`src/rtl/x21_ta_defines.svh`:
```
// constants for the x.21 terminal adaptor alignment and cause mapping
`ifndef X21_TA_DEFINES_SVH
`define X21_TA_DEFINES_SVH

// ************************************************************
// alignment and buffering
// ************************************************************
`define FA_PATTERN      8'hbb
`define RX_FIFO_DEPTH   16
`define RX_FIFO_WIDTH   2

// ************************************************************
// reported x.21 states
// ************************************************************
`define X21_ST_NONE      5'h00
`define X21_ST_CPS       5'h07
`define X21_ST_CONN_PROG 5'h0b
`define X21_ST_READY     5'h0c
`define X21_ST_DATA      5'h0d

// ************************************************************
// clearing causes used for refusal
// ************************************************************
`define CAUSE_USER_BUSY  7'h11
`define CAUSE_REJECTED   7'h15
`define CAUSE_DEST_OOO   7'h1b

// ************************************************************
// call progress codes
// ************************************************************
`define CPS_NO_CONN      7'h14
`define CPS_BUSY         7'h15
`define CPS_SEL_PROC_ERR 7'h16
`define CPS_SEL_TX_ERR   7'h17
`define CPS_CHANGED_NUM  7'h2a
`define CPS_NOT_OBTAIN   7'h2b
`define CPS_OUT_OF_ORDER 7'h2c
`define CPS_CTRL_NR      7'h2d
`define CPS_UNCTRL_NR    7'h2e
`define CPS_INV_FACILITY 7'h30
`define CPS_INCOMPAT     7'h34
`define CPS_CONGESTION   7'h3d
`define CPS_ROA_OOO      7'h48

`endif

```
`src/rtl/x21_ta_pkg.sv`:
```
// types shared by the terminal adaptor design
package x21_ta_pkg;

  typedef struct packed {
    logic data;
    logic status;
  } b_bit_t;

  typedef struct packed {
    logic       valid;
    logic       has_cause;
    logic [6:0] cause;
  } cause_msg_t;

  typedef struct packed {
    logic       valid;
    logic [6:0] code;
  } cps_t;

  typedef enum logic [1:0] {
    REJ_CTRL_NOT_READY,
    REJ_UNCTRL_NOT_READY,
    REJ_BUSY
  } reject_kind_t;

  typedef enum logic [2:0] {
    ST_IDLE,
    ST_SEARCH,
    ST_WAIT_SCAN,
    ST_ALT_HOLD,
    ST_THROUGH,
    ST_MAP,
    ST_CPS,
    ST_CLEAR
  } ta_state_t;

endpackage

```
`src/rtl/stream_fifo.sv`:
```
// flip-flop fifo with valid and ready on both sides
`include "x21_ta_defines.svh"
module stream_fifo #(
  parameter int WIDTH = `RX_FIFO_WIDTH,
  parameter int DEPTH = `RX_FIFO_DEPTH
) (
  input  wire logic             i_clk,
  input  wire logic             i_arst_n,
  input  wire logic             i_in_valid,
  output logic                  o_in_ready,
  input  wire logic [WIDTH-1:0] i_in_data,
  output logic                  o_out_valid,
  input  wire logic             i_out_ready,
  output logic [WIDTH-1:0]      o_out_data
);
  localparam int AW = $clog2(DEPTH);

  logic [WIDTH-1:0] mem_reg [DEPTH];
  logic [AW-1:0]    wr_reg;
  logic [AW-1:0]    rd_reg;
  logic [AW:0]      count_reg;
  logic [AW:0]      count_next;
  logic             push;
  logic             pop;

  assign push       = i_in_valid && o_in_ready;
  assign pop        = i_out_ready && o_out_valid;
  assign o_out_data = mem_reg[rd_reg];

  always_comb begin
    count_next = count_reg;
    if (push && !pop) begin
      count_next = count_reg + 1'b1;
    end else if (!push && pop) begin
      count_next = count_reg - 1'b1;
    end
  end

  // flags registered so ready toward the source is a clean flop
  always_ff @(posedge i_clk or negedge i_arst_n) begin
    if (!i_arst_n) begin
      count_reg   <= '0;
      o_in_ready  <= 1'b1;
      o_out_valid <= 1'b0;
    end else begin
      count_reg   <= count_next;
      o_in_ready  <= count_next != (AW+1)'(DEPTH);
      o_out_valid <= count_next != '0;
    end
  end

  always_ff @(posedge i_clk or negedge i_arst_n) begin
    if (!i_arst_n) begin
      wr_reg <= '0;
      rd_reg <= '0;
    end else begin
      if (push) begin
        wr_reg <= wr_reg + 1'b1;
      end
      if (pop) begin
        rd_reg <= rd_reg + 1'b1;
      end
    end
  end

  always_ff @(posedge i_clk) begin
    if (push) begin
      mem_reg[wr_reg] <= i_in_data;
    end
  end
endmodule

```
`src/rtl/cause_to_progress.sv`:
```
// registered lookup from clearing cause to call progress code
`include "x21_ta_defines.svh"
module cause_to_progress (
  input  wire logic       i_clk,
  input  wire logic       i_arst_n,
  input  wire logic       i_valid,
  input  wire logic [6:0] i_cause,
  output logic            o_valid,
  output logic            o_has_code,
  output logic [6:0]      o_code
);
  // result is {has_code, code}
  function automatic logic [7:0] map_cause(input logic [6:0] c);
    unique case (c)
      7'h01, 7'h03, 7'h06, 7'h51, 7'h52, 7'h58, 7'h66: map_cause = {1'b1, `CPS_NOT_OBTAIN};
      7'h10, 7'h1f, 7'h31:                             map_cause = {1'b0, 7'h00};
      7'h12, 7'h13, 7'h22, 7'h2c, 7'h3f:               map_cause = {1'b1, `CPS_NO_CONN};
      `CAUSE_USER_BUSY:                                map_cause = {1'b1, `CPS_BUSY};
      `CAUSE_REJECTED:                                 map_cause = {1'b1, `CPS_CTRL_NR};
      7'h16:                                           map_cause = {1'b1, `CPS_CHANGED_NUM};
      `CAUSE_DEST_OOO:                                 map_cause = {1'b1, `CPS_UNCTRL_NR};
      7'h1c, 7'h60, 7'h61, 7'h62, 7'h63, 7'h65:        map_cause = {1'b1, `CPS_SEL_PROC_ERR};
      7'h6f:                                           map_cause = {1'b1, `CPS_CHANGED_NUM};
      7'h5f, 7'h64:                                    map_cause = {1'b1, `CPS_SEL_TX_ERR};
      7'h26, 7'h29:                                    map_cause = {1'b1, `CPS_OUT_OF_ORDER};
      7'h7f:                                           map_cause = {1'b1, `CPS_ROA_OOO};
      7'h2a, 7'h2f, 7'h3a:                             map_cause = {1'b1, `CPS_CONGESTION};
      7'h39:                                           map_cause = {1'b1, `CPS_INCOMPAT};
      7'h41, 7'h42, 7'h4f:                             map_cause = {1'b1, `CPS_INV_FACILITY};
      default:                                         map_cause = {1'b0, 7'h00};
    endcase
  endfunction

  logic [7:0] mapped;

  assign mapped = map_cause(i_cause);

  always_ff @(posedge i_clk or negedge i_arst_n) begin
    if (!i_arst_n) begin
      o_valid    <= 1'b0;
      o_has_code <= 1'b0;
      o_code     <= 7'h00;
    end else begin
      o_valid <= i_valid;
      if (i_valid) begin
        o_has_code <= mapped[7];
        o_code     <= mapped[6:0];
      end
    end
  end
endmodule

```
`src/rtl/x21_terminal_adaptor.sv`:
```
// ready-for-data alignment and clearing cause translation for a single-rate adaptor
`include "x21_ta_defines.svh"
module x21_terminal_adaptor (
  input  wire logic                     i_clk,
  input  wire logic                     i_arst_n,
  input  wire logic                     i_dte_t,
  input  wire logic                     i_dte_c,
  input  wire logic                     i_bit_tick,
  input  wire x21_ta_pkg::b_bit_t       i_b_rx,
  input  wire logic                     i_b_rx_valid,
  output logic                          o_b_rx_ready,
  output x21_ta_pkg::b_bit_t            o_b_tx,
  output logic                          o_b_tx_valid,
  output logic                          o_dte_r,
  output logic                          o_dte_i,
  input  wire logic                     i_call_connected,
  input  wire logic                     i_info_pending,
  input  wire logic                     i_alt_switch,
  input  wire x21_ta_pkg::cause_msg_t   i_disc,
  input  wire logic                     i_offer_reject,
  input  wire x21_ta_pkg::reject_kind_t i_offer_kind,
  output x21_ta_pkg::cause_msg_t        o_rel_complete,
  output x21_ta_pkg::cps_t              o_cps,
  output logic [4:0]                    o_x21_state,
  output logic                          o_aligned,
  output logic                          o_through
);

  // ************************************************************
  // dte pin synchronisers
  // ************************************************************
  logic [1:0] t_sync_reg;
  logic [1:0] c_sync_reg;
  logic       dte_t;
  logic       dte_c;

  always_ff @(posedge i_clk or negedge i_arst_n) begin
    if (!i_arst_n) begin
      t_sync_reg <= 2'h3;
      c_sync_reg <= 2'h0;
    end else begin
      t_sync_reg <= {t_sync_reg[0], i_dte_t};
      c_sync_reg <= {c_sync_reg[0], i_dte_c};
    end
  end

  assign dte_t = t_sync_reg[1];
  assign dte_c = c_sync_reg[1];

  // ************************************************************
  // receive buffer and alignment search
  // ************************************************************
  x21_ta_pkg::ta_state_t state_reg;
  x21_ta_pkg::ta_state_t state_next;
  x21_ta_pkg::b_bit_t    head;
  logic                  head_valid;
  logic                  head_take;
  logic                  rx_push;
  logic                  linked;
  logic [7:0]            fa_shift_reg;
  logic [7:0]            fa_shift_next;

  assign rx_push       = i_b_rx_valid && o_b_rx_ready;
  assign fa_shift_next = {fa_shift_reg[6:0], i_b_rx.data};
  // before the link is through, stale bits are dropped so the search never stalls
  assign linked        = (state_reg == x21_ta_pkg::ST_THROUGH) || (state_reg == x21_ta_pkg::ST_ALT_HOLD);
  assign head_take     = linked ? i_bit_tick : 1'b1;

  stream_fifo #(
    .WIDTH (`RX_FIFO_WIDTH),
    .DEPTH (`RX_FIFO_DEPTH)
  ) u_rx_fifo (
    .i_clk       (i_clk),
    .i_arst_n    (i_arst_n),
    .i_in_valid  (i_b_rx_valid),
    .o_in_ready  (o_b_rx_ready),
    .i_in_data   (i_b_rx),
    .o_out_valid (head_valid),
    .i_out_ready (head_take),
    .o_out_data  (head)
  );

  // the shift register takes every accepted bit whatever the state, but a match only sets o_aligned outside idle and clear
  always_ff @(posedge i_clk or negedge i_arst_n) begin
    if (!i_arst_n) begin
      fa_shift_reg <= 8'h00;
    end else if (rx_push) begin
      fa_shift_reg <= fa_shift_next;
    end
  end

  always_ff @(posedge i_clk or negedge i_arst_n) begin
    if (!i_arst_n) begin
      o_aligned <= 1'b0;
    end else if (state_reg == x21_ta_pkg::ST_IDLE || state_reg == x21_ta_pkg::ST_CLEAR) begin
      o_aligned <= 1'b0;
    end else if (rx_push && fa_shift_next == `FA_PATTERN) begin
      o_aligned <= 1'b1;
    end
  end

  // ************************************************************
  // cause translation
  // ************************************************************
  logic       map_start;
  logic       map_valid;
  logic       map_has_code;
  logic [6:0] map_code;
  logic       reached_reg;
  logic       early_disc;

  // mapping only applies while state 11 or 12 has not been seen
  assign early_disc = i_disc.valid && i_disc.has_cause && !reached_reg && state_reg != x21_ta_pkg::ST_CLEAR;
  assign map_start  = early_disc && state_reg != x21_ta_pkg::ST_MAP && state_reg != x21_ta_pkg::ST_CPS;

  cause_to_progress u_map (
    .i_clk      (i_clk),
    .i_arst_n   (i_arst_n),
    .i_valid    (map_start),
    .i_cause    (i_disc.cause),
    .o_valid    (map_valid),
    .o_has_code (map_has_code),
    .o_code     (map_code)
  );

  // ************************************************************
  // call phase state machine
  // ************************************************************
  always_comb begin
    state_next = state_reg;
    unique case (state_reg)
      x21_ta_pkg::ST_IDLE: begin
        if (i_call_connected) begin
          state_next = x21_ta_pkg::ST_SEARCH;
        end
      end
      x21_ta_pkg::ST_SEARCH: begin
        if (o_aligned && !i_info_pending) begin
          state_next = x21_ta_pkg::ST_WAIT_SCAN;
        end
      end
      x21_ta_pkg::ST_WAIT_SCAN: begin
        if (i_bit_tick) begin
          state_next = i_alt_switch ? x21_ta_pkg::ST_ALT_HOLD : x21_ta_pkg::ST_THROUGH;
        end
      end
      x21_ta_pkg::ST_ALT_HOLD: begin
        if (i_bit_tick && o_x21_state == `X21_ST_READY) begin
          state_next = x21_ta_pkg::ST_THROUGH;
        end
      end
      x21_ta_pkg::ST_THROUGH: begin
        state_next = x21_ta_pkg::ST_THROUGH;
      end
      x21_ta_pkg::ST_MAP: begin
        if (map_valid) begin
          state_next = map_has_code ? x21_ta_pkg::ST_CPS : x21_ta_pkg::ST_CLEAR;
        end
      end
      x21_ta_pkg::ST_CPS: begin
        state_next = x21_ta_pkg::ST_CLEAR;
      end
      x21_ta_pkg::ST_CLEAR: begin
        if (!dte_t && !dte_c) begin
          state_next = x21_ta_pkg::ST_IDLE;
        end
      end
    endcase
    if (map_start) begin
      state_next = x21_ta_pkg::ST_MAP;
    end else if (i_disc.valid && !early_disc) begin
      state_next = x21_ta_pkg::ST_CLEAR;
    end else if (!i_call_connected && state_reg != x21_ta_pkg::ST_MAP
                 && state_reg != x21_ta_pkg::ST_CPS && state_reg != x21_ta_pkg::ST_CLEAR) begin
      state_next = x21_ta_pkg::ST_IDLE;
    end
  end

  always_ff @(posedge i_clk or negedge i_arst_n) begin
    if (!i_arst_n) begin
      state_reg <= x21_ta_pkg::ST_IDLE;
    end else begin
      state_reg <= state_next;
    end
  end

  // ************************************************************
  // far end status and reported state
  // ************************************************************
  always_ff @(posedge i_clk or negedge i_arst_n) begin
    if (!i_arst_n) begin
      o_x21_state <= `X21_ST_NONE;
      reached_reg <= 1'b0;
    end else if (state_next == x21_ta_pkg::ST_IDLE || state_next == x21_ta_pkg::ST_CLEAR) begin
      o_x21_state <= `X21_ST_NONE;
      reached_reg <= 1'b0;
    end else if (state_next == x21_ta_pkg::ST_CPS) begin
      o_x21_state <= `X21_ST_CPS;
    end else if (state_reg == x21_ta_pkg::ST_ALT_HOLD && state_next == x21_ta_pkg::ST_THROUGH) begin
      o_x21_state <= `X21_ST_DATA;
    end else if (linked && head_take && head_valid && head.data && o_x21_state != `X21_ST_DATA) begin
      o_x21_state <= head.status ? `X21_ST_READY : `X21_ST_CONN_PROG;
      reached_reg <= 1'b1;
    end
  end

  // ************************************************************
  // line drivers toward dte and distant end
  // ************************************************************
  always_ff @(posedge i_clk or negedge i_arst_n) begin
    if (!i_arst_n) begin
      o_dte_r <= 1'b1;
      o_dte_i <= 1'b0;
    end else if (state_reg == x21_ta_pkg::ST_CLEAR) begin
      o_dte_r <= 1'b0;
      o_dte_i <= 1'b0;
    end else if (state_reg == x21_ta_pkg::ST_THROUGH) begin
      if (head_take && head_valid) begin
        o_dte_r <= head.data;
        o_dte_i <= head.status;
      end
    end else if (state_reg == x21_ta_pkg::ST_ALT_HOLD) begin
      // dte sees 1,on in the same cycle that state 12 is reported, not one later
      o_dte_r <= 1'b1;
      if (head_take && head_valid && head.data) begin
        o_dte_i <= head.status;
      end else begin
        o_dte_i <= o_x21_state == `X21_ST_READY;
      end
    end else begin
      o_dte_r <= 1'b1;
      o_dte_i <= 1'b0;
    end
  end

  always_ff @(posedge i_clk or negedge i_arst_n) begin
    if (!i_arst_n) begin
      o_b_tx       <= '{data: 1'b1, status: 1'b0};
      o_b_tx_valid <= 1'b0;
    end else begin
      o_b_tx_valid <= i_bit_tick;
      if (i_bit_tick) begin
        if (state_reg == x21_ta_pkg::ST_ALT_HOLD) begin
          o_b_tx <= '{data: 1'b1, status: 1'b1};
        end else if (state_reg == x21_ta_pkg::ST_THROUGH || state_next == x21_ta_pkg::ST_THROUGH) begin
          o_b_tx <= '{data: dte_t, status: dte_c};
        end else begin
          o_b_tx <= '{data: 1'b1, status: 1'b0};
        end
      end
    end
  end

  always_ff @(posedge i_clk or negedge i_arst_n) begin
    if (!i_arst_n) begin
      o_through <= 1'b0;
    end else begin
      o_through <= state_next == x21_ta_pkg::ST_THROUGH || state_next == x21_ta_pkg::ST_ALT_HOLD;
    end
  end

  // ************************************************************
  // call progress and offered call refusal
  // ************************************************************
  always_ff @(posedge i_clk or negedge i_arst_n) begin
    if (!i_arst_n) begin
      o_cps <= '0;
    end else if (state_reg == x21_ta_pkg::ST_MAP && map_valid && map_has_code && !map_start) begin
      o_cps <= '{valid: 1'b1, code: map_code};
    end else begin
      o_cps.valid <= 1'b0;
    end
  end

  always_ff @(posedge i_clk or negedge i_arst_n) begin
    if (!i_arst_n) begin
      o_rel_complete <= '0;
    end else if (i_offer_reject) begin
      o_rel_complete.valid     <= 1'b1;
      o_rel_complete.has_cause <= 1'b1;
      unique case (i_offer_kind)
        x21_ta_pkg::REJ_CTRL_NOT_READY:   o_rel_complete.cause <= `CAUSE_REJECTED;
        x21_ta_pkg::REJ_UNCTRL_NOT_READY: o_rel_complete.cause <= `CAUSE_DEST_OOO;
        x21_ta_pkg::REJ_BUSY:             o_rel_complete.cause <= `CAUSE_USER_BUSY;
        default:                          o_rel_complete.cause <= `CAUSE_REJECTED;
      endcase
    end else begin
      o_rel_complete.valid <= 1'b0;
    end
  end

endmodule

```
`config.mk`:
```
export PLATFORM = sky130hd
export DESIGN_NAME = x21_terminal_adaptor
export DESIGN_NICKNAME = d
export VERILOG_FILES = /design/src/rtl/x21_ta_pkg.sv /design/src/rtl/stream_fifo.sv /design/src/rtl/cause_to_progress.sv /design/src/rtl/x21_terminal_adaptor.sv
export VERILOG_INCLUDE_DIRS = /design/src /design/src/rtl
export SDC_FILE = /design/constraint.sdc
export NUM_CORES = 1
export LEC_CHECK = 0
export BUFFER_PORTS_ARGS = -buffer_cell sky130_fd_sc_hd__buf_4
export CAP_MARGIN = 5
export CORE_MARGIN = 3
export CORE_UTILIZATION = 40
export DETAILED_ROUTE_END_ITERATION = 12
export PLACE_DENSITY = 0.67
export SLEW_MARGIN = 20
export SYNTH_ARGS = -nofsm -noshare
export SYNTH_HDL_FRONTEND = slang
export SYNTH_HIERARCHICAL = 1
export SYNTH_SLANG_ARGS = --single-unit
```
`constraint.sdc`:
```
create_clock -name i_clk -period 5.5 [get_ports i_clk]
set_input_delay 1.1 -clock i_clk [delete_from_list [all_inputs] [get_ports i_clk]]
set_output_delay 1.1 -clock i_clk [all_outputs]
set_load 0.005 [all_outputs]
```
# Word level (Yosys, flattened, before mapping)

Memories as Yosys holds them, arrays and structs flattened. A register that Yosys moved wholly into a read port is not among the register bits.
Cells that the tools add are included.

Bits of input ports: 23
Memories: 2
ROM bits: 1024
Memory bits (writable): 32
Output and inout bits: 30
Register bits after elaboration: 60

Memories:

| name              | words | width | read ports | clocked after memory_dff | write ports | line                    | source |
|---|---|---|---|---|---|---|---|
| (name not given)  | 128   | 8     | 1          | 1                        | 0           | cause_to_progress.sv:14 | `unique case (c)` |
| u_rx_fifo.mem_reg | 16    | 2     | 1          | 0                        | 1           | stream_fifo.sv:18       | `logic [WIDTH-1:0] mem_reg [DEPTH];` |

Add/sub/neg operators: 4
Reductions and logical operators: 48
Mux-type cells: 41
Equality and inequality tests: 23

Operators by type and width:

| kind                                                 | count |
|---|---|
| 2-to-1 mux 3 bit                                     | 11 |
| 2-to-1 mux 5 bit                                     | 6 |
| logical AND 1 bit                                    | 26 |
| one-hot mux 3 bit (8 select lines)                   | 1 |
| equality test 3 bit (second input constant)          | 7 |
| 2-to-1 mux 1 bit                                     | 20 |
| logical NOT 1 bit                                    | 10 |
| equality test 3 x 2 -> 1 bit (second input constant) | 3 |
| != test 3 bit (second input constant)                | 3 |
| adder 4 x 1 -> 4 bit (second input constant)         | 2 |
| equality test 8 bit (second input constant)          | 1 |
| one-hot mux 4 bit (2 select lines)                   | 1 |
| logical NOT 3 bit                                    | 2 |
| adder 5 x 1 -> 5 bit (second input constant)         | 1 |
| equality test 5 x 4 -> 1 bit (second input constant) | 1 |
| logical OR 1 bit                                     | 5 |
| != test 5 x 4 -> 1 bit (second input constant)       | 1 |
| != test 5 bit (second input constant)                | 1 |
| nonzero test 5 bit                                   | 1 |
| subtractor 5 x 1 -> 5 bit (second input constant)    | 1 |
| 2-to-1 mux 2 bit                                     | 2 |
| != test 2 bit (second input constant)                | 2 |
| nonzero test 2 bit                                   | 2 |
| nonzero test 4 bit                                   | 1 |
| 5 further kinds                                      | 5 |

# Depth between registers and ports, before layout

Word-level depth: 12
Depth in mapped cells: 11
Depth with buffers taken out: 10

# Hierarchy

The synthesis kept the hierarchy.

Modules (own cells, without submodules):

| module               | sequential area each (µm²) | cells each | area each (µm²) | times used |
|---|---|---|---|---|
| stream_fifo          | 1337.5                     | 147        | 2139.6          | 1 |
| x21_terminal_adaptor | 955.9                      | 174        | 1888.1          | 1 |
| cause_to_progress    | 225.2                      | 127        | 1002.2          | 1 |

# Least setup slack after synthesis

Ideal clock, no wire load.

Path type: input to register
From: in i_bit_tick
To: reg u_rx_fifo.o_out_valid
Stages on the path: 8
Slack: 2.751 ns
Library setup time: 0.129 ns
Arrival time: 2.620 ns
Cell sequence: buf_2 or2_2 and2_4 buf_6 and3_4 or3_4 a22oi_2 nand3b_1

Longest elaborated chain between the ends: 6
Elaborated cells between the ends (all ways): 8

Ends and longest elaborated chain:

| element                                                | line                                 | source |
|---|---|---|
| start: declaration                                     | x21_terminal_adaptor.sv:8            | `input wire logic i_bit_tick,` |
| 2-to-1 mux 1 bit *                                     | x21_terminal_adaptor.sv:67           | `assign head_take = linked ? i_bit_tick : 1'b1;` |
| via head_take                                          | x21_terminal_adaptor.sv:57           | `logic head_take;` |
| logical AND 1 bit *                                    | stream_fifo.sv:27                    | `assign pop = i_out_ready && o_out_valid;` |
| logical AND 1 bit or logical NOT 1 bit (tied branches) | stream_fifo.sv:34, stream_fifo.sv:32 |  |
| 2-to-1 mux 5 bit or logical AND 1 bit (tied branches)  | stream_fifo.sv:34, stream_fifo.sv:32 |  |
| 2-to-1 mux 5 bit *                                     | stream_fifo.sv:32                    | `if (push && !pop) begin` |
| nonzero test 5 bit *                                   | stream_fifo.sv:48                    | `o_out_valid <= count_next != '0;` |
| end signal: assignment                                 | stream_fifo.sv:44                    | `o_out_valid <= 1'b0;` |
| end signal: assignment                                 | stream_fifo.sv:48                    |  |
| end: declaration                                       | stream_fifo.sv:12                    | `output logic o_out_valid,` |

The timed path passes the listed nets; every way through them passes the cells marked *.
A chain may end at the register's enable or synchronous reset.

==> reports/metrics.yaml <==
regToRegSetupSlack_ps: 2750
data_required_time_of_the_worst_path_ps: 5720
finish.cell_count_without_fillers: 656
routedWlPerCell_um: 15.0
maximum_fanout_along_the_worst_path: 11
critical_path_buf_inv_count: 1
hold_path_end: "c_sync_reg[1]"
drive_above_1_share_pct: 24.2
cts_max_level: 3
number_of_different_library_cells_in_the_post_synthesis_netlist: 74
worst_path_max_delay_cell: "sky130_fd_sc_hd__dfrtp_1"
slew_headroom_pct: 49.2
dp_cells: 640
synth-main-ff-cell: "sky130_fd_sc_hd__dfrtp_1"
tritoncts.num_buffers: 9
syn_area_um2: 5030
hold_path_start: "c_sync_reg[0]"
final_util_pct: 47.0
grt_max_degree: 63
min_delay_path_depth: 0
ir_drop_v: 0.000175
antenna_cells_inserted: 0
finalClockSkew_ps: 9.19
timing.critical_path.cells: "mux4_2 -> nor2b_1 -> a211oi_1 -> a21oi_1 -> nand3_1 -> nor3_1 -> inv_1 -> a221oi_2 -> nor3_2"
timing.max_cap.violations: 0
grt.met1_usage_pct: 19.8
synth_area_per_cell_um2: 11.2
power_density_nw_per_um2: 472
largest_register_ffs: 32
final_area_um2: 5720
tritoncts_num_sinks: 94
dp_worst_setup_slack_ps: 2650
gr-max-usage-layer: "met2"
ys_ff_latch: 94
synth.yosys.seq_area_share_pct: 50.1
setup_viol: 0
min_path_type: "flop to flop"
std_cell_rows: 40
path_class: "flop to flop"
antenna_left: 0
setup-tns-final_ps: 0
die-width_um: 118
io-pin-count: 53
final_nets: 521
globalRouteTotalUtil_pct: 14.5
synthArstFlopShare_pct: 66.0
buffer_ports.inserted: 49
r2r_start: "u_rx_fifo/rd_reg[0]"
cts-resized-gates: 0
number_of_hold_violations_in_the_final_report: 0
detailroute.via_count: 3488
synth_largest_area_cell: "sky130_fd_sc_hd__dfrtp_1"
r2r.worst_path.cells: 9
hold_bufs_at_cts: 0
met2_usage_grt_pct: 23.2
overflow: 0
drc: 0
clock_tree_from_tritoncts: "built"
route.detailed.vias_per_inst: 5.32
rr_endpoint: "o_x21_state[1]"
synth_top_cells_by_area: "sky130_fd_sc_hd__dfrtp_1 28%, sky130_fd_sc_hd__edfxtp_1 19%, sky130_fd_sc_hd__ha_1 3.7%"
drt-total-wl_um: 9860
fin_total_pwr_mw: 2.70
worst_skew_pair_later_pin_latency_ps: 340
drt_pre_antenna_iters: 4
cts_buffer_depth: 2
ys_warn_count: 6
fp.coreArea_um2: 12200
drv_slew: 0
syn_inst: 448
synth_edf_count: 32
post-route-worst-setup-slack_ps: 2750
grt_pass1_vias: 3396
post_cts_buffers: 0
placement.cell_area_um2: 5440
initial_utilization_pct: 41.4
critical_path_s_top_delay_family: "simple AND/OR/NAND/NOR gates"
max_freq_ghz: 0.363
critical_path.endpoint_type: "flop"
place_hpwl_um: 6910
tightestPinTransition_ps: 763
global_route.usage.met3_pct: 3.11
fillCellCount: 1122
run_status: "finished, final reports clean"
clock-root-buffer: "sky130_fd_sc_hd__clkbuf_16"
die-height_um: 118
synthDominantCellAreaShare_pct: 28.4
grt_setup_unrepaired: "false"
leakagePower_nw: 2.34
number_of_antenna_violations_at_the_first_check_in_global_routing: 0
finalHoldWorstSlack_ps: 350
fraction_of_the_cycle_the_final_worst_path_needs_pct: 50.1
grt_pass1_wl_um: 16600
worstPathArrival_ps: 2970
die_area_um2: 14000
drtIter0Drc: 336
clkSlewWorstSetupHoldPaths_ps: 70
start_kind: "flop"
timing.final.crit_period_ps: 2750
layout-area-overhead-vs-synth_pct: 13.7
cp_slowest_stage_delay_ps: 730
globalplace.congestion: 0.863
worst max-delay path by stage:
stage | startpoint | end | slack, ps | cells past startpoint
final | u_rx_fifo/rd_reg[0] | o_x21_state[1] | 2750 | 9
after global routing | u_rx_fifo/rd_reg[0] | o_x21_state[1] | 2520 | 9
after CTS | u_rx_fifo/rd_reg[0] | o_x21_state[1] | 2710 | 9
after detailed placement | i_bit_tick | o_x21_state[1] | 2650 | 8
after global placement | i_bit_tick | o_x21_state[1] | 2680 | 8
after floorplan | i_bit_tick | u_rx_fifo/o_out_valid | 2750 | 8
logic make-up after synthesis:
logic type               share of synthesized area, %
AO/OA/AOI/OAI                                    13.4
XOR/XNOR                                         1.92
adder cells (fa/ha/maj)                          3.93
buffers and inverters                            5.22
flip-flops                                       50.1
multiplexers                                     8.66
other                                          0.0746
AND/OR/NAND/NOR                                  16.7
cell usage in the layout, fill, tap and decap left out, types with 8 or more instances in the layout:
master,count
sky130_fd_sc_hd__dfrtp_1,57
sky130_fd_sc_hd__buf_4,50
sky130_fd_sc_hd__nand2_1,41
sky130_fd_sc_hd__edfxtp_1,32
sky130_fd_sc_hd__nor2_1,26
sky130_fd_sc_hd__a21oi_1,25
sky130_fd_sc_hd__inv_1,20
sky130_fd_sc_hd__mux2_2,16
sky130_fd_sc_hd__ha_1,15
sky130_fd_sc_hd__and2_1,13
sky130_fd_sc_hd__nor3_1,11
sky130_fd_sc_hd__nand3_1,10
sky130_fd_sc_hd__clkbuf_16,9
sky130_fd_sc_hd__and3_1,9
sky130_fd_sc_hd__xnor2_1,9
sky130_fd_sc_hd__nand2b_1,8
sky130_fd_sc_hd__mux4_2,8
cell type report:
type                            count  area [µm²]  area share [%]
Clock buffer                       11         243            4.25
Timing Repair Buffer               50         375            6.57
Inverter                           21        78.8            1.38
Multi-Input combinational cell    307        2260            39.5
Tap cell                          168         210            3.68
Sequential cell                    94        2520            44.1
Clock inverter                      5        35.0           0.613
worst register-to-register path, delay by kind of cell, from the launching register on:
family          cells  cell delay, ps
buf+inv             1             150
mux                 1             340
simple gates        4             840
flops               1             730
compound gates      3             560
where the power goes:
group | switching [mW] | internal (mW)
Combinational | 0.494 | 0.492
Sequential | 0.206 | 0.928
Clock | 0.257 | 0.319
cell usage after synthesis, types with 4 or more instances:
master                     number
sky130_fd_sc_hd__nor2_1        26
sky130_fd_sc_hd__inv_1         20
sky130_fd_sc_hd__buf_2          8
sky130_fd_sc_hd__o22ai_1        7
sky130_fd_sc_hd__edfxtp_1      32
sky130_fd_sc_hd__buf_4         12
sky130_fd_sc_hd__nand2b_1       8
sky130_fd_sc_hd__a31oi_1        7
sky130_fd_sc_hd__dfrtp_1       57
sky130_fd_sc_hd__o21ai_0        5
sky130_fd_sc_hd__dfstp_2        5
sky130_fd_sc_hd__a221oi_2       4
sky130_fd_sc_hd__xnor2_1        9
sky130_fd_sc_hd__mux4_2         8
sky130_fd_sc_hd__o211ai_1       6
sky130_fd_sc_hd__mux2_2        16
sky130_fd_sc_hd__nand3_1       10
sky130_fd_sc_hd__nand2_1       41
sky130_fd_sc_hd__ha_1          15
sky130_fd_sc_hd__and3_1         9
sky130_fd_sc_hd__a21oi_1       25
sky130_fd_sc_hd__a311oi_1       4
sky130_fd_sc_hd__nor2b_1        7
sky130_fd_sc_hd__a211oi_1       6
sky130_fd_sc_hd__and2_1        13
sky130_fd_sc_hd__clkbuf_1       4
sky130_fd_sc_hd__mux2i_1        6
sky130_fd_sc_hd__nor3_1        11
sky130_fd_sc_hd__nor3b_1        5
per-layer routing:
metal | vias to the layer above | share of wire (%)
met5 | - | 0
met1 | 1702 | 46
met4 | 0 | 1.4
met3 | 10 | 4.7
met2 | 75 | 48
li1 | 1701 | -
Note: power is estimated with default switching activity, not from simulation.
